===== src/hw/brs_map.svh =====
// Register offsets, field positions, reset values and timing counts
`ifndef BRS_MAP_SVH
`define BRS_MAP_SVH

// ----------------------------------------
// Clock
// ----------------------------------------
`define BRS_CLK_NS         40

// ----------------------------------------
// Register byte addresses
// ----------------------------------------
`define BRS_ADDR_STATUS    12'h000
`define BRS_ADDR_VOLTAGE_CODE_FIELD      12'h004
`define BRS_ADDR_CTRL      12'h008
`define BRS_ADDR_MON       12'h00C

// ----------------------------------------
// Field positions
// ----------------------------------------
`define BRS_ST_OCP         2
`define BRS_ST_OTP         1
`define BRS_ST_FBUV        0
`define BRS_VS_EN          7
`define BRS_CT_GO          0
`define BRS_CT_PSM         1
`define BRS_CT_SLEW        2
`define BRS_CT_LOWEM       4
`define BRS_MON_POWER_GOOD_MONITOR_BIT       0
`define BRS_MON_RAMP       1
`define BRS_MON_STATE      4

// ----------------------------------------
// Reset values
// ----------------------------------------
`define BRS_CODE_HI        7'h40
`define BRS_CODE_LO        7'h2B
`define BRS_CTRL_RST       5'h06
`define BRS_STATUS_RST     3'h0
`define BRS_LEVEL_OFS      8'h80

// ----------------------------------------
// Times and derived cycle counts
// ----------------------------------------
`define BRS_OCP_BLANK_NS   350
`define BRS_OCP_CYC        ((`BRS_OCP_BLANK_NS + `BRS_CLK_NS - 1) / `BRS_CLK_NS)
`define BRS_HICCUP_NS      1500000
`define BRS_HICCUP_CYC     (`BRS_HICCUP_NS / `BRS_CLK_NS)
`define BRS_BIAS_NS        10000
`define BRS_BIAS_CYC       ((`BRS_BIAS_NS + `BRS_CLK_NS - 1) / `BRS_CLK_NS)
`define BRS_SLEW0_NS       2930
`define BRS_SLEW1_NS       5859
`define BRS_SLEW2_NS       11719
`define BRS_SLEW3_NS       23438
`define BRS_SLEW0_CYC      (`BRS_SLEW0_NS / `BRS_CLK_NS)
`define BRS_SLEW1_CYC      (`BRS_SLEW1_NS / `BRS_CLK_NS)
`define BRS_SLEW2_CYC      (`BRS_SLEW2_NS / `BRS_CLK_NS)
`define BRS_SLEW3_CYC      (`BRS_SLEW3_NS / `BRS_CLK_NS)

`endif


===== src/hw/brs_pkg.sv =====
// Types shared by the reference sequencer modules
package brs_pkg;
    typedef enum logic [2:0] {
        BRS_OFF     = 3'b000,
        BRS_BIAS    = 3'b001,
        BRS_SOFT    = 3'b010,
        BRS_RUN     = 3'b011,
        BRS_HICCUP  = 3'b100
    } brs_state_t;

    typedef enum logic [1:0] {
        BRS_SLEW_FAST  = 2'b00,
        BRS_SLEW_DEF   = 2'b01,
        BRS_SLEW_SLOW  = 2'b10,
        BRS_SLEW_LEAST = 2'b11
    } brs_slew_t;
endpackage : brs_pkg


===== src/hw/brs_ramp_if.sv =====
// Control and status signals between sequencer and reference ramp
`timescale 1ns/1ns
`default_nettype none
interface brs_ramp_if;
    logic               clear;
    logic               start;
    logic [7:0]         target;
    brs_pkg::brs_slew_t slew_sel;
    logic [7:0]         level;
    logic               busy;

    modport ctl (output clear, output start, output target, output slew_sel,
                 input level, input busy);
    modport rmp (input clear, input start, input target, input slew_sel,
                 output level, output busy);
endinterface : brs_ramp_if
`default_nettype wire


===== src/hw/brs_ramp.sv =====
// Reference ramp: steps the DAC level one LSB per slew interval
`timescale 1ns/1ns
`default_nettype none
`include "brs_map.svh"
module brs_ramp (
    // Clock and reset
    input wire logic  pclk,
    input wire logic  presetn,
    // Sequencer side
    brs_ramp_if.rmp   rif
);
    import brs_pkg::*;

    logic [7:0]  level_q;
    logic [7:0]  level_d;
    logic [7:0]  tgt_q;
    logic [7:0]  tgt_d;
    logic [15:0] cnt_q;
    logic [15:0] cnt_d;

    function automatic logic [15:0] slew_cycles(input brs_slew_t s);
        case (s)
            BRS_SLEW_FAST:  slew_cycles = 16'(`BRS_SLEW0_CYC);
            BRS_SLEW_DEF:   slew_cycles = 16'(`BRS_SLEW1_CYC);
            BRS_SLEW_SLOW:  slew_cycles = 16'(`BRS_SLEW2_CYC);
            default:        slew_cycles = 16'(`BRS_SLEW3_CYC);
        endcase
    endfunction : slew_cycles

    wire         moving = (level_q != tgt_q);
    wire         tick   = (cnt_q >= slew_cycles(rif.slew_sel) - 16'h0001);
    wire [7:0]   step   = (level_q < tgt_q) ? level_q + 8'h01 : level_q - 8'h01;

    // one LSB per slew interval
    assign cnt_d   = rif.clear ? 16'h0000 : ((!moving || tick) ? 16'h0000 : cnt_q + 16'h0001);
    assign level_d = rif.clear ? 8'h00 : ((moving && tick) ? step : level_q);
    assign tgt_d   = rif.clear ? 8'h00 : (rif.start ? rif.target : tgt_q);

    assign rif.level = level_q;
    assign rif.busy  = moving;

    always_ff @(posedge pclk or negedge presetn) begin
        if (!presetn) begin
            level_q <= 8'h00;
            tgt_q   <= 8'h00;
            cnt_q   <= 16'h0000;
        end else begin
            level_q <= level_d;
            tgt_q   <= tgt_d;
            cnt_q   <= cnt_d;
        end
    end
endmodule : brs_ramp
`default_nettype wire


===== src/hw/brs_top.sv =====
// Sequencer core of the hysteretic step-down regulator with APB registers
//
// The implementer's own choices: the register addresses and the APB register port.
`timescale 1ns/1ns
`default_nettype none
`include "brs_map.svh"
//
// Contract
// reference equals 0.6 V plus code steps
// default code at startup per variant
// start only when enabled and supply good
// startup reloads every register with defaults
// after bias settle ramp from zero
// power good low until ramp done
// ramps force pulse-skip operation
// overcurrent blanks upper switch 350 ns
// undervoltage hiccups 1.5 ms, then restart
// undervoltage ignored during startup
// write code, then go starts ramp
// monitor bit low during ramp, envelope
// no sinking on downward skip transitions
// enable from pin and register bit
// registers stay accessible while disabled
// low emission slows switch rise
// below reference upper on, else lower
// skip mode lets light load go discontinuous
// software selects skip mode and slew
// sticky fault flags, write one clears
// write data commits only at completion
// ramp steps one LSB per interval
// blanking and hiccup counters reset on disable
module brs_top #(
    parameter logic [6:0]  DEFAULT_CODE = `BRS_CODE_HI,
    parameter int unsigned HICCUP_CYC   = `BRS_HICCUP_CYC
) (
    // Clock and reset
    input  wire logic        pclk,
    input  wire logic        presetn,
    // APB slave
    input  wire logic        psel,
    input  wire logic        penable,
    input  wire logic        pwrite,
    input  wire logic [11:0] paddr,
    input  wire logic [31:0] pwdata,
    output logic      [31:0] prdata,
    output logic             pready,
    output logic             pslverr,
    // Control pin and analog comparators
    input  wire logic        en_pin,
    input  wire logic        vin_above_input_undervoltage_lockout,
    input  wire logic        vout_below_ref,
    input  wire logic        vout_in_window,
    input  wire logic        vout_undervolt,
    input  wire logic        overcurrent_trip,
    input  wire logic        overtemp_event,
    input  wire logic        light_load,
    // Power stage drive
    output logic             high_side_on,
    output logic             low_side_on,
    output logic      [7:0]  ref_dac_level,
    output logic             pulse_skip_mode,
    output logic             low_emission_rise,
    // Open-drain power good
    output logic             power_good_out,
    output logic             power_good_oe
);
    import brs_pkg::*;

    // ----------------------------------------
    // Registers
    // ----------------------------------------
    brs_state_t  state_q;
    brs_state_t  state_d;
    logic [2:0]  status_q;
    logic [2:0]  status_d;
    logic [7:0]  voltage_code_field_q;
    logic [7:0]  voltage_code_field_d;
    logic [4:0]  ctrl_q;
    logic [4:0]  ctrl_d;
    logic [31:0] prdata_q;
    logic        pready_q;
    logic        pslverr_q;
    logic [3:0]  blank_q;
    logic [3:0]  blank_d;
    logic [31:0] wait_q;
    logic [31:0] wait_d;
    logic        hs_q;
    logic        ls_q;
    logic        skip_q;
    logic        lowem_q;
    logic        pg_q;
    logic [7:0]  dac_q;

    brs_ramp_if rif ();

    brs_ramp u_ramp (
        .pclk    (pclk),
        .presetn (presetn),
        .rif     (rif)
    );

    // ----------------------------------------
    // APB decode
    // ----------------------------------------
    wire setup_ph  = psel && !penable;
    wire wr_commit = psel && penable && pready_q && pwrite;
    wire hit_stat  = (paddr == `BRS_ADDR_STATUS);
    wire hit_voltage_code_field  = (paddr == `BRS_ADDR_VOLTAGE_CODE_FIELD);
    wire hit_ctrl  = (paddr == `BRS_ADDR_CTRL);
    wire hit_mon   = (paddr == `BRS_ADDR_MON);
    wire mapped    = hit_stat || hit_voltage_code_field || hit_ctrl || hit_mon;
    // only a completed access writes
    wire wr_stat   = wr_commit && hit_stat;
    wire wr_voltage_code_field   = wr_commit && hit_voltage_code_field;
    wire wr_ctrl   = wr_commit && hit_ctrl;

    // ----------------------------------------
    // Enable and sequencing conditions
    // ----------------------------------------
    // pin and register bit both enable
    wire enabled    = en_pin && voltage_code_field_q[`BRS_VS_EN];
    // supply above lockout and enabled
    wire start_ok   = enabled && vin_above_input_undervoltage_lockout;
    wire start_seq  = (state_q == BRS_OFF) && start_ok;
    wire go_pulse   = wr_ctrl && pwdata[`BRS_CT_GO];
    // level counts LSBs from 0 V, 0.6 V is the offset
    wire [7:0] tgt  = `BRS_LEVEL_OFS + {1'b0, voltage_code_field_q[6:0]};
    wire bias_done  = (wait_q >= 32'(`BRS_BIAS_CYC) - 32'h0000_0001);
    wire hic_done   = (wait_q >= HICCUP_CYC - 32'h0000_0001);
    // undervoltage acts only in run state
    wire uv_fault   = (state_q == BRS_RUN) && vout_undervolt;
    wire soft_done  = (state_q == BRS_SOFT) && !rif.busy && (rif.level == tgt);
    wire switching  = (state_q == BRS_SOFT) || (state_q == BRS_RUN);
    // ramp forces skip mode
    wire skip_now   = ctrl_q[`BRS_CT_PSM] || rif.busy;

    // ----------------------------------------
    // State machine
    // ----------------------------------------
    always_comb begin
        state_d = state_q;
        case (state_q)
            BRS_OFF: begin
                if (start_ok) begin
                    state_d = BRS_BIAS;
                end
            end
            BRS_BIAS: begin
                if (bias_done) begin
                    state_d = BRS_SOFT;
                end
            end
            BRS_SOFT: begin
                if (soft_done) begin
                    state_d = BRS_RUN;
                end
            end
            BRS_RUN: begin
                // undervoltage enters hiccup
                if (uv_fault) begin
                    state_d = BRS_HICCUP;
                end
            end
            BRS_HICCUP: begin
                // restart complete soft start
                if (hic_done) begin
                    state_d = BRS_BIAS;
                end
            end
            default: begin
                state_d = BRS_OFF;
            end
        endcase
        if (!start_ok && state_q != BRS_OFF) begin
            state_d = BRS_OFF;
        end
    end

    // shared wait counter cleared when disabled
    assign wait_d = (state_d != state_q || state_q == BRS_OFF) ? 32'h0000_0000
                                                               : wait_q + 32'h0000_0001;

    // ----------------------------------------
    // Ramp control
    // ----------------------------------------
    // ramp starts from zero after bias
    assign rif.clear    = (state_q == BRS_OFF) || (state_q == BRS_HICCUP) || !start_ok;
    // go launches ramp to programmed code
    assign rif.start    = (state_q == BRS_BIAS && bias_done) || (state_q == BRS_RUN && go_pulse);
    assign rif.target   = tgt;
    // slew selected by software
    assign rif.slew_sel = brs_slew_t'(ctrl_q[`BRS_CT_SLEW +: 2]);

    // ----------------------------------------
    // Register next values
    // ----------------------------------------
    wire [2:0] st_events = {overcurrent_trip && switching, overtemp_event, uv_fault};
    wire [2:0] st_w1c    = wr_stat ? pwdata[2:0] : 3'h0;

    always_comb begin
        // set wins over write-one clear
        status_d = (status_q & ~st_w1c) | st_events;
        voltage_code_field_d   = wr_voltage_code_field ? pwdata[7:0] : voltage_code_field_q;
        ctrl_d   = wr_ctrl ? {pwdata[4:1], 1'b0} : ctrl_q;
        // each new startup reloads defaults
        if (start_seq) begin
            status_d = `BRS_STATUS_RST;
            // variant default code
            voltage_code_field_d   = {1'b1, DEFAULT_CODE};
            ctrl_d   = `BRS_CTRL_RST;
        end
    end

    // ----------------------------------------
    // Read data
    // ----------------------------------------
    wire [31:0] rd_mux =
        hit_stat ? {29'h0, status_q} :
        hit_voltage_code_field ? {24'h0, voltage_code_field_q} :
        hit_ctrl ? {27'h0, ctrl_q} :
        hit_mon  ? {25'h0, state_q, 2'b00, rif.busy, pg_q} : 32'h0000_0000;

    // ----------------------------------------
    // Switch drive
    // ----------------------------------------
    // overcurrent loads blanking count
    assign blank_d = !start_ok ? 4'h0 :
                     (overcurrent_trip && hs_q) ? 4'(`BRS_OCP_CYC) :
                     (blank_q != 4'h0) ? blank_q - 4'h1 : 4'h0;

    // hysteretic choice of switch
    wire hs_d = switching && vout_below_ref && !overcurrent_trip && (blank_q == 4'h0);
    // no sinking in skip on light load
    // skip lets light load go discontinuous
    wire ls_d = switching && !vout_below_ref && !(skip_now && light_load);
    // power good waits for finished ramp
    // monitor low during ramp or outside envelope
    wire pg_d = (state_q == BRS_RUN) && !rif.busy && vout_in_window;

    // ----------------------------------------
    // Flip-flops
    // ----------------------------------------
    always_ff @(posedge pclk or negedge presetn) begin
        if (!presetn) begin
            state_q  <= BRS_OFF;
            wait_q   <= 32'h0000_0000;
            status_q <= `BRS_STATUS_RST;
            voltage_code_field_q   <= {1'b1, DEFAULT_CODE};
            ctrl_q   <= `BRS_CTRL_RST;
        end else begin
            state_q  <= state_d;
            wait_q   <= wait_d;
            status_q <= status_d;
            voltage_code_field_q   <= voltage_code_field_d;
            ctrl_q   <= ctrl_d;
        end
    end

    // bus answers whatever the enable
    always_ff @(posedge pclk or negedge presetn) begin
        if (!presetn) begin
            prdata_q  <= 32'h0000_0000;
            pready_q  <= 1'b0;
            pslverr_q <= 1'b0;
        end else begin
            prdata_q  <= setup_ph ? rd_mux : prdata_q;
            pready_q  <= setup_ph;
            pslverr_q <= setup_ph && !mapped;
        end
    end

    always_ff @(posedge pclk or negedge presetn) begin
        if (!presetn) begin
            blank_q <= 4'h0;
            hs_q    <= 1'b0;
            ls_q    <= 1'b0;
            skip_q  <= 1'b0;
            lowem_q <= 1'b0;
            pg_q    <= 1'b0;
            dac_q   <= 8'h00;
        end else begin
            blank_q <= blank_d;
            hs_q    <= hs_d;
            ls_q    <= ls_d;
            skip_q  <= skip_now;
            // low emission slows rise 25 percent
            lowem_q <= ctrl_q[`BRS_CT_LOWEM];
            pg_q    <= pg_d;
            dac_q   <= rif.level;
        end
    end

    // ----------------------------------------
    // Outputs
    // ----------------------------------------
    assign prdata            = prdata_q;
    assign pready            = pready_q;
    assign pslverr           = pslverr_q;
    assign high_side_on      = hs_q;
    assign low_side_on       = ls_q;
    assign ref_dac_level     = dac_q;
    assign pulse_skip_mode   = skip_q;
    assign low_emission_rise = lowem_q;
    assign power_good_out    = 1'b0;
    assign power_good_oe     = !pg_q;
endmodule : brs_top
`default_nettype wire

===== config.mk =====
export PLATFORM = sky130hd
export DESIGN_NAME = brs_top
export DESIGN_NICKNAME = d
export VERILOG_FILES = /design/src/hw/brs_pkg.sv /design/src/hw/brs_ramp_if.sv /design/src/hw/brs_ramp.sv /design/src/hw/brs_top.sv
export VERILOG_INCLUDE_DIRS = /design/src /design/src/hw
export SDC_FILE = /design/constraint.sdc
export NUM_CORES = 1
export LEC_CHECK = 0
export BUFFER_PORTS_ARGS = -buffer_cell sky130_fd_sc_hd__buf_2
export CAP_MARGIN = 10
export CELL_PAD_IN_SITES_DETAIL_PLACEMENT = 0
export CELL_PAD_IN_SITES_GLOBAL_PLACEMENT = 1
export CORE_ASPECT_RATIO = 0.8
export CORE_MARGIN = 2
export CORE_UTILIZATION = 44
export DETAILED_ROUTE_END_ITERATION = 12
export GPL_TIMING_DRIVEN = 0
export MAX_ROUTING_LAYER = met4
export PLACE_DENSITY = 0.84
export SLEW_MARGIN = 10
export SYNTH_ARGS = -nofsm -noshare
export SYNTH_HDL_FRONTEND = slang
export SYNTH_HIERARCHICAL = 1
export SYNTH_SLANG_ARGS = --single-unit

===== constraint.sdc =====
create_clock -name pclk -period 3.9 [get_ports pclk]
set_clock_uncertainty 0.2 [all_clocks]
set_input_delay 0.195 -clock pclk [delete_from_list [all_inputs] [get_ports pclk]]
set_output_delay 0.195 -clock pclk [all_outputs]
set_load 0.1 [all_outputs]

# --- After elaboration in Yosys (flattened, before gate mapping) ---
# Index checks and enable logic that the tools add are counted.
op_classes:
  add_sub_neg: 7
  multipliers: 0
  div: 0
  magnitude_cmp: 4
  eq_ne: 12
  n_shift: 0
  muxes: 29
  bitwise: 3
  n_reduce_logical: 57
op_table:
  columns: ["cell", "count"]
  rows:
  - ["2-to-1 mux 8 bit", 9]
  - ["adder 32 x 1 -> 32 bit, second input constant", 1]
  - ["greater-or-equal comparator 32 x 16 -> 1 bit, second input constant", 1]
  - ["greater-or-equal comparator 32 x 8 -> 1 bit, second input constant", 1]
  - ["2-to-1 mux 16 bit", 2]
  - ["2-to-1 mux 32 bit", 1]
  - ["one-hot mux 10 bit (3 select lines)", 1]
  - ["logical AND 1 bit", 29]
  - ["== test 12 x 4 -> 1 bit, second input constant", 2]
  - ["2-to-1 mux 3 bit", 8]
  - ["adder 16 x 1 -> 16 bit, second input constant", 1]
  - ["greater-or-equal comparator 16 bit", 1]
  - ["one-hot mux 3 bit (5 select lines)", 1]
  - ["2-to-1 mux 7 bit", 2]
  - ["== test 12 x 3 -> 1 bit, second input constant", 1]
  - ["zero test 12 bit", 1]
  - ["2-to-1 mux 4 bit", 3]
  - ["subtractor 10 x 1 -> 11 bit, second input constant", 1]
  - ["logical OR 1 bit", 10]
  - ["2-to-1 mux 5 bit", 2]
  - ["adder 8 x 1 -> 8 bit, second input constant", 1]
  - ["adder 8 x 7 -> 8 bit, first input constant", 1]
  - ["== test 8 bit", 1]
  - ["zero test 1 bit", 8]
  - ["19 further kinds", 23]
word_totals:
  register_bits: 134
  latch_bits: 0
  mem_bits_rw: 0
  mem_bits_ro: 0
  inputBits: 57
  output_inout_bits: 48
  n_memories: 0

# --- Depth between registers and ports, before layout ---
# Gate-level depths: netlist of the first run.
logic_depth:
  depth_word: 10
  ltp_mapped: 14

# --- By module ---
# The synthesis of the first run kept the hierarchy.
by_module_without_submodules:
  columns: ["mod", "n_inst", "cells_each", "area_each_um2"]
  rows:
  - ["brs_top", 1, 444, 4200.3]
  - ["brs_ramp", 1, 214, 2087.0]

# --- Worst setup path after synthesis of the first run ---
# No wires, ideal clock.
synth_timing:
  path_type: "reg2reg"
  start: "register u_ramp.level_q[1] (netlist: u_ramp/rif.level[1])"
  end: "register u_ramp.level_q[7] (netlist: u_ramp/rif.level[7])"
  setup_time_ns: 0.128
  arrival_ns: 2.888
  required_time_ns: 3.572
  slack_ns: 0.685
  stages_incl_launch_ff: 13
  period_less_slack_ns: 3.215
  cell_sequence: "dfrtp_1 ha_1 nor2b_1 o31ai_1 a21oi_1 or2_2 ha_1 a21oi_1 o211ai_1 o41ai_1 o21a_1 o21ai_1 mux2_1"
synth_between:
  elab_chain_cells: 4
  word_cells_on_any_way: 9
  cone_classes: "add/sub (2); order compare (1); eq/ne (1); mux (3); reduce/logical (2)"
synth_rtl:
  columns: ["element", "line", "source"]
  rows:
  - ["start: declaration", "brs_ramp.sv:14", "logic [7:0] level_q;"]
  - ["start signal: assignment", "brs_ramp.sv:48", "level_q <= level_d;"]
  - ["subtractor 8 x 1 -> 8 bit (tied with other cells)", "brs_ramp.sv:32", "wire [7:0] step = (level_q < tgt_q) ? level_q + 8'h01 : level_q - 8'h01;"]
  - ["2-to-1 mux 8 bit", "brs_ramp.sv:32", null]
  - ["2-to-1 mux 8 bit (2 in series)", "brs_ramp.sv:36", "assign level_d = rif.clear ? 8'h00 : ((moving && tick) ? step : level_q);"]
# Several ways; a longest one is shown, not always the timed one. The select of a mux whose other input is x is not followed.
# A chain may end at the register's enable or synchronous reset.

# --- Final worst setup path of the first run ---
layout_timing:
  start: "register u_ramp.level_q[1] (netlist: u_ramp/rif.level[1])"
  end: "register u_ramp.level_q[6] (netlist: u_ramp/rif.level[6])"
# Same word-level chain as after synthesis.

==> results of run 1 <==
flip-flops by register name (all words and copies together), names as in the netlist, 8 cells and up:
signal                count
wait_q                   32
u_ramp/rif.level          8
u_ramp/tgt_q              8
voltage_code_field_q      8
prdata                    8
ref_dac_level             8
u_ramp/cnt_q             16
cell usage in the layout, fill, tap and decap left out, drive strengths merged, types with 2 or more instances in the layout:
| cell | instances |
|---|---|
| dfrtp | 105 |
| nor2 | 96 |
| buf | 95 |
| nand2 | 69 |
| xnor2 | 37 |
| ha | 34 |
| inv | 33 |
| conb | 31 |
| mux2i | 30 |
| nand3 | 26 |
| dlygate4sd3 | 22 |
| clkbuf | 22 |
| nand4 | 19 |
| a21oi | 19 |
| o21ai | 15 |
| xor2 | 14 |
| nor4 | 12 |
| and3 | 11 |
| o31ai | 8 |
| nor3 | 7 |
| nor3b | 7 |
| nor2b | 6 |
| and2 | 5 |
| o21a | 4 |
| dfstp | 4 |
| nand2b | 4 |
| and4b | 3 |
| bufinv | 3 |
| a211oi | 3 |
| or3 | 3 |
| a41o | 2 |
| and4 | 2 |
| a2111oi | 2 |
| or2 | 2 |
| a22oi | 2 |
| clkinvlp | 2 |
| a21o | 2 |
| or4 | 2 |
worst register-to-register path: stages, from the launching register on:
cell                       delay, ns
sky130_fd_sc_hd__dfrtp_1        0.46
sky130_fd_sc_hd__ha_1           0.33
sky130_fd_sc_hd__nor2b_1        0.13
sky130_fd_sc_hd__o31ai_1        0.19
sky130_fd_sc_hd__a21oi_1        0.14
sky130_fd_sc_hd__or2_2          0.39
sky130_fd_sc_hd__ha_1           0.37
sky130_fd_sc_hd__nor2b_1        0.15
sky130_fd_sc_hd__o21ai_0        0.19
sky130_fd_sc_hd__a21boi_1       0.12
sky130_fd_sc_hd__o21a_1         0.18
sky130_fd_sc_hd__or3_1          0.30
sky130_fd_sc_hd__a41o_1         0.22
per-layer routing:
metal	GRT usage, %	vias up	share of wire, %	wire, um
li1	-	2413	-	-
met1	28.2	2286	52	6970
met2	28.8	112	42	5720
met3	3.89	10	5.0	679
met4	4.19	0	1.0	141
met5	-	-	0	0
logic make-up (layout without fill, tap and decap cells):
logic type / after synthesis / after routing / synth area share, %
and+or+nand+nor: 276 / 276 / 22.3
DFF: 109 / 109 / 43.5
buffers and inverters: 84 / 178 / 7.18
AOI/OAI and AO/OA: 68 / 68 / 7.40
xor gates and xnor gates: 51 / 51 / 7.10
adders and majority gates: 35 / 35 / 7.08
muxes: 32 / 32 / 5.31
other: 3 / 31 / 0.179
worst paths after layout:
kind / endpoint / slack (ns) / cells after the start
worst max register to register: u_ramp/rif.level[6] / 0.41 / 12
max in group asynchronous: ctrl_q[2] / 2.69 / 3
min in group asynchronous: wait_q[22] / 0.13 / 2
worst min-delay path: blank_q[0] / 0.02 / 3
worst min register to register: low_emission_rise / 0.25 / 0
worst max-delay path: u_ramp/rif.level[6] / 0.41 / 12
power breakdown:
| part | leakage, nW | switching [mW] | internal, mW |
|---|---|---|---|
| Clock | 0.165 | 0.402 | 0.643 |
| Sequential | 1.49 | 0.0340 | 1.18 |
| Combinational | 1.85 | 0.364 | 0.163 |
area by class of cell:
class / count / area [um2] / area share, %
well taps: 184 / 230 / 3.07
repair buffers: 78 / 529 / 7.05
plain buffers: 51 / 328 / 4.37
clock buffers: 10 / 239 / 3.18
clock inverters: 6 / 110 / 1.47
flip-flops and latches: 109 / 2730 / 36.4
multi-input cells: 493 / 3220 / 42.8
inverters: 33 / 124 / 1.65
metrics by stage:
stage	hold slack [ns]	utilization [%]
6_report	0.0170	53.2
5_1_grt	0.0433	53.2
2_1_floorplan	-0.301	-
4_1_cts	0.00654	53.2
3_5_place_dp	-0.0523	49.2
3_3_place_gp	0.186	48.9
timing repair:
action                                  CTS  global route
hold buffers                             22             0
hold endpoints to repair                127             0
gates resized for setup                   0             1
endpoints found under the setup margin    0             1
==> results.md, run 1 <==
| Parameter | Value | Unit |
|:---|:---|:---|
| Per-instance average area after synthesis | 9.56 | um2 |
| Number of filler instances in the final layout | 1269 | - |
| Share of the cycle needed by the critical path after routing | 89.4 | % |
| Slew Limit Headroom | 39.7 | % |
| Largest net degree at the start of global routing | 66 | - |
| Final number of hold-violating endpoints | 0 | - |
| Top area cells in the synthesized netlist | sky130_fd_sc_hd__dfrtp_1 42%, sky130_fd_sc_hd__ha_1 6.8%, sky130_fd_sc_hd__nor2_1 5.3% | - |
| Leakage component of the power | 3.50 | nW |
| Power per Cell Area | 371 | mW/mm2 |
| Total number of nets in the final design | 867 | - |
| Post-synth top area share | 41.8 | % |
| Number of setup buffers added after CTS | 0 | - |
| Total setup violations reported at the end of the flow | 0 | - |
| Most used flip-flop cell after synthesis | sky130_fd_sc_hd__dfrtp_1 | - |
| Dominant delay contributor by cell family on the critical path | compound AO/OA/AOI/OAI gates | - |
| Drt drc | 0 | - |
| RSZ-0062 raised after global routing | no | - |
| Total non-filler cell area in the finished layout | 0.00751 | mm2 |
| Initial antenna violation count | 0 | - |
| Endpoint kind of the worst setup timing path | flop | - |
| Via count of the routed design | 4821 | - |
| Library cells used by synthesis | 66 | - |
| Row Count | 39 | - |
| Run status | finished, final reports clean | - |
| Area growth from synthesis to final layout | 19.4 | % |
| Maximum clock path buffer count | 2 | - |
| Post-place setup slack | 0.348 | ns |
| Clock network latency to the later pin of the worst-skew pair | 0.35 | ns |
| Async SR Flop Fraction | 100 | % |
| Maximum operating frequency | 0.287 | GHz |
| Number of placed cells counting well taps | 926 | - |
| Total buffers and inverters traversed by the critical path | 0 | - |
| Number of global-route vias before repair | 4842 | - |
| Clk pin slew, worst setup/hold paths | 0.07 | ns |
| Die Span Y | 111 | um |
| Avg Vias per Cell | 5.00 | - |
| Sinks on Clock Net | 109 | - |
| R2R Path Start | u_ramp/rif.level[1] | - |
| Final Worst Setup Slack | 0.413 | ns |
| Crit path largest cell delay | 0.46 | ns |
| Drt total wl | 13.5 | mm |
| Critical Path AT | 3.53 | ns |
| Detailed Route Iter0 Violations | 285 | - |
| Fraction of the yosys area taken by sequential cells | 43.5 | % |
| Area after detailed placement | 0.00693 | mm2 |
| Critical path launch point | u_ramp/rif.level[1] | - |
| Count of TritonRoute iterations in the first routing pass | 5 | - |
| Cell Chain, Critical Path | ha_1 > nor2b_1 > o31ai_1 > a21oi_1 > or2_2 > ha_1 > nor2b_1 > o21ai_0 > a21boi_1 > o21a_1 > or3_1 > a41o_1 | - |
| Share of post-route cells with drive strength above 1 | 18.3 | % |
| Total routing usage reported by global routing | 19.6 | % |
| Type of element launching the critical path | flop | - |
| Warning count from the yosys run | 6 | - |
| Number of I/O port buffers | 55 | - |
| Clock tree from TritonCTS | done | - |
| Worst min-delay path class | input port to flop | - |
| Placer Congestion | 0.846 | - |
| Max-slew violations | 0 | - |
| Kind of critical path | flop to flop | - |
| Maximum fanout encountered on the critical timing path | 7 | - |
| CTS Root Cell | sky130_fd_sc_hd__clkbuf_16 | - |
| Min cycle time layout | 3.49 | ns |
| Setup TNS | 0 | ns |
| DIE WIDTH | 138 | um |
| Wire per inst | 14.0 | um |
| Diodes inserted | 0 | - |
| Required @ worst endpoint | 3.95 | ns |
| Netlist area before placement | 0.00629 | mm2 |
| Leading cell type by number of instances after synthesis | sky130_fd_sc_hd__dfrtp_1 | - |
| Cell type with the largest total area after synthesis | sky130_fd_sc_hd__dfrtp_1 | - |
| Top cells by count, synth | 105 x sky130_fd_sc_hd__dfrtp_1, 89 x sky130_fd_sc_hd__nor2_1, 69 x sky130_fd_sc_hd__nand2_1 | - |
| Area of the core region | 0.0141 | mm2 |
| Starting density of the core | 44.6 | % |
| Maximum resistive drop on vdd | 0.000287 | V |
| CTS H-tree depth | 3 | - |
| Number of enable-type register cells in the synthesized netlist | 0 | - |
| IO Count | 105 | - |
| Critical Path Slowest Stage Cell | sky130_fd_sc_hd__dfrtp_1 | - |
| Wire length of the first global-routing pass | 23.3 | mm |
| Number of buffers inserted during clock tree synthesis | 9 | - |
| Number of nets with antenna violations after routing | 0 | - |
| Pwr Total | 2.79 | mW |
| Post-Synthesis Cells | 658 | - |
| Hold Crit Start | vin_above_input_undervoltage_lockout | - |
| Remaining global-route overflow | 0 | - |
| Die Outline Area | 0.0153 | mm2 |
| Max-cap violation count | 0 | - |
| Post-synthesis sequential element count | 109 | - |
| Tightest Pin Transition | 0.897 | ns |
| Final standard cell count with taps included and fillers excluded | 964 | - |
| HPWL after detailed placement | 9.87 | mm |
Note: power is estimated with default switching activity, not from simulation.
==> run 2: changes to the inputs <==
--- a/config.mk
+++ b/config.mk
@@ -17,6 +17,7 @@
 export GPL_TIMING_DRIVEN = 0
 export MAX_ROUTING_LAYER = met4
 export PLACE_DENSITY = 0.84
+export SETUP_SLACK_MARGIN = 0.5
 export SLEW_MARGIN = 10
 export SYNTH_ARGS = -nofsm -noshare
 export SYNTH_HDL_FRONTEND = slang
==> run 2 against run 1 <==
Effect of this change: cell count up 1.2%; clock power barely moved; via count up 1.9%; hold slack better by 0.0026 ns; largest power group unchanged.
==> results.md, run 2 (synthesis results as in run 1) <==
| Parameter | Value | Unit |
|:---|:---|:---|
| Run status | finished, final reports clean | - |
| Largest registers in the final layout | wait_q: 32 flops, u_ramp/cnt_q: 16 flops | - |
| Slew Limit Headroom | 40.1 | % |
| Endpoint kind of the worst setup timing path | flop | - |
| Largest net degree at the start of global routing | 66 | - |
| DIE WIDTH | 138 | um |
| Count of TritonRoute iterations in the first routing pass | 5 | - |
| HPWL after detailed placement | 9.87 | mm |
| Maximum fanout encountered on the critical timing path | 7 | - |
| Wire length of the first global-routing pass | 23.3 | mm |
| R2r endpoint | u_ramp/rif.level[7] | - |
| Area growth from synthesis to final layout | 22.6 | % |
| R2R Path Start | u_ramp/rif.level[1] | - |
| Number of I/O port buffers | 55 | - |
| Critical Path AT | 3.35 | ns |
| CTS H-tree depth | 3 | - |
| Die Span Y | 111 | um |
| Area of the core region | 0.0141 | mm2 |
| Share of the cycle needed by the critical path after routing | 84.8 | % |
| Setup TNS | 0 | ns |
| Share of post-route cells with drive strength above 1 | 21.5 | % |
| Sinks on Clock Net | 109 | - |
| Via count of the routed design | 4914 | - |
| Worst Hold Path EP | blank_q[0] | - |
| Required @ worst endpoint | 3.94 | ns |
| Register ranked first by flip-flop count | wait_q | - |
| Max FFs per register | 32 | - |
| Kind of critical path | flop to flop | - |
| FF-to-FF path depth | 12 | - |
| Placer Congestion | 0.846 | - |
| Min cycle time layout | 3.31 | ns |
| Drt total wl | 14.0 | mm |
| Maximum clock path buffer count | 2 | - |
| Wire per inst | 14.3 | um |
| RSZ-0062 raised after global routing | no | - |
| Max-cap violation count | 0 | - |
| Hold Path Depth | 3 | - |
| Initial antenna violation count | 0 | - |
| Leakage component of the power | 3.57 | nW |
| CTS Root Cell | sky130_fd_sc_hd__clkbuf_16 | - |
| Total non-filler cell area in the finished layout | 0.00771 | mm2 |
| Diodes inserted | 0 | - |
| Power per Cell Area | 364 | mW/mm2 |
| Maximum resistive drop on vdd | 0.000287 | V |
| Number of nets with antenna violations after routing | 0 | - |
| Worst min-delay path class | input port to flop | - |
| Number of buffers inserted during clock tree synthesis | 9 | - |
| Finished Core Util | 54.7 | % |
| Remaining global-route overflow | 0 | - |
| Final-layout worst hold slack | 0.0197 | ns |
| Commonest cells after routing, fill and taps aside | 100 x sky130_fd_sc_hd__dfrtp_1, 89 x sky130_fd_sc_hd__nor2_1, 69 x sky130_fd_sc_hd__nand2_1 | - |
| Max-slew violations | 0 | - |
| Clock tree from TritonCTS | done | - |
| Total number of nets in the final design | 879 | - |
| Commonest non-fill, non-tap cell in the layout | sky130_fd_sc_hd__dfrtp_1 | - |
| Drt drc | 0 | - |
| Number of global-route vias before repair | 4845 | - |
| IO Count | 105 | - |
| Type of element launching the critical path | flop | - |
| Post-place setup slack | 0.348 | ns |
| Clk pin slew, worst setup/hold paths | 0.07 | ns |
| Tightest Pin Transition | 0.892 | ns |
| Die Outline Area | 0.0153 | mm2 |
| Clock network latency to the later pin of the worst-skew pair | 0.36 | ns |
| Final Worst Setup Slack | 0.592 | ns |
| Total routing usage reported by global routing | 19.6 | % |
| Reg-to-reg setup timing slack | 0.59 | ns |
| Total setup violations reported at the end of the flow | 0 | - |
| Row Count | 39 | - |
| Final number of hold-violating endpoints | 0 | - |
| Hold Crit Start | vin_above_input_undervoltage_lockout | - |
| Avg Vias per Cell | 5.03 | - |
| Maximum operating frequency | 0.302 | GHz |
| Starting density of the core | 44.6 | % |
| Detailed Route Iter0 Violations | 265 | - |
| Area after detailed placement | 0.00693 | mm2 |
[run 2: changes by cell type in the layout (fill, tap and decap cells not counted), moves of 2 or more]
cell / before / now
sky130_fd_sc_hd__ha_4: 0 / 5
sky130_fd_sc_hd__ha_1: 34 / 29
sky130_fd_sc_hd__a21oi_1: 18 / 16
sky130_fd_sc_hd__dfrtp_1: 105 / 100
sky130_fd_sc_hd__buf_4: 30 / 42
sky130_fd_sc_hd__dfrtp_2: 0 / 5
sky130_fd_sc_hd__a21oi_4: 0 / 2
[run 2: repair_timing]
action                                 CTS  global route
pin swaps                                0             9
setup endpoints to repair                2             2
hold buffers                            22             0
endpoints found under the hold margin  127             0
buffers inserted                         0            12
gates resized for setup                  3            19
[run 2: cell type report]
class	instances	area (um2)
Tap cell	184	230
Clock inverter	6	110
Timing Repair Buffer	90	619
Buffer	51	328
Inverter	33	124
Clock buffer	10	239
Fill cell	1258	6390
Sequential cell	109	2740
Multi-Input combinational cell	493	3320
[run 2: power breakdown]
part / total (mW) / switching, mW / internal (mW) / leakage (nW)
combinational: 0.535 / 0.370 / 0.165 / 1.93
clock: 1.05 / 0.410 / 0.644 / 0.165
sequential: 1.22 / 0.0342 / 1.18 / 1.48
[run 2: layer usage]
layer	part of all wire (%)	track usage [%]	vias to the layer above
met5	0	-	-
met4	1.0	4.19	0
met3	5.2	3.89	10
met2	43	28.8	123
met1	51	28.3	2341
li1	-	-	2440
[run 2: how the worst max path moves through the flow]
stage / cells past startpoint / startpoint / to / slack (ns)
floorplan: 12 / u_ramp/rif.level[1] / u_ramp/rif.level[7] / 0.68
global route: 12 / u_ramp/rif.level[1] / u_ramp/rif.level[7] / 0.42
detailed placement: 12 / u_ramp/rif.level[1] / u_ramp/rif.level[7] / 0.35
finish: 12 / u_ramp/rif.level[1] / u_ramp/rif.level[7] / 0.59
CTS: 12 / u_ramp/rif.level[1] / u_ramp/rif.level[6] / 0.53
global placement: 12 / u_ramp/rif.level[1] / u_ramp/rif.level[7] / 0.37
[run 2: critical path: stages, from the launching register on]
cell and delay, ns:
sky130_fd_sc_hd__dfrtp_2 0.44, sky130_fd_sc_hd__ha_4 0.25, sky130_fd_sc_hd__nor2b_1 0.15, sky130_fd_sc_hd__o31ai_2 0.27
sky130_fd_sc_hd__a21oi_2 0.11, sky130_fd_sc_hd__or2_4 0.33, sky130_fd_sc_hd__ha_4 0.24, sky130_fd_sc_hd__a21oi_4 0.12
sky130_fd_sc_hd__o211ai_1 0.12, sky130_fd_sc_hd__o41ai_2 0.38, sky130_fd_sc_hd__nor3_1 0.09, sky130_fd_sc_hd__o21ai_1 0.15
sky130_fd_sc_hd__mux2_1 0.33
[run 2: stage by stage]
| step | instances | total power, mW |
|---|---|---|
| 6_report | 976 | 2.81 |
| 5_1_grt | 976 | 2.93 |
| 4_1_cts | 964 | 2.82 |
| 3_5_place_dp | 926 | 1.75 |
| 3_3_place_gp | 925 | 1.74 |
| 2_1_floorplan | 686 | 1.62 |
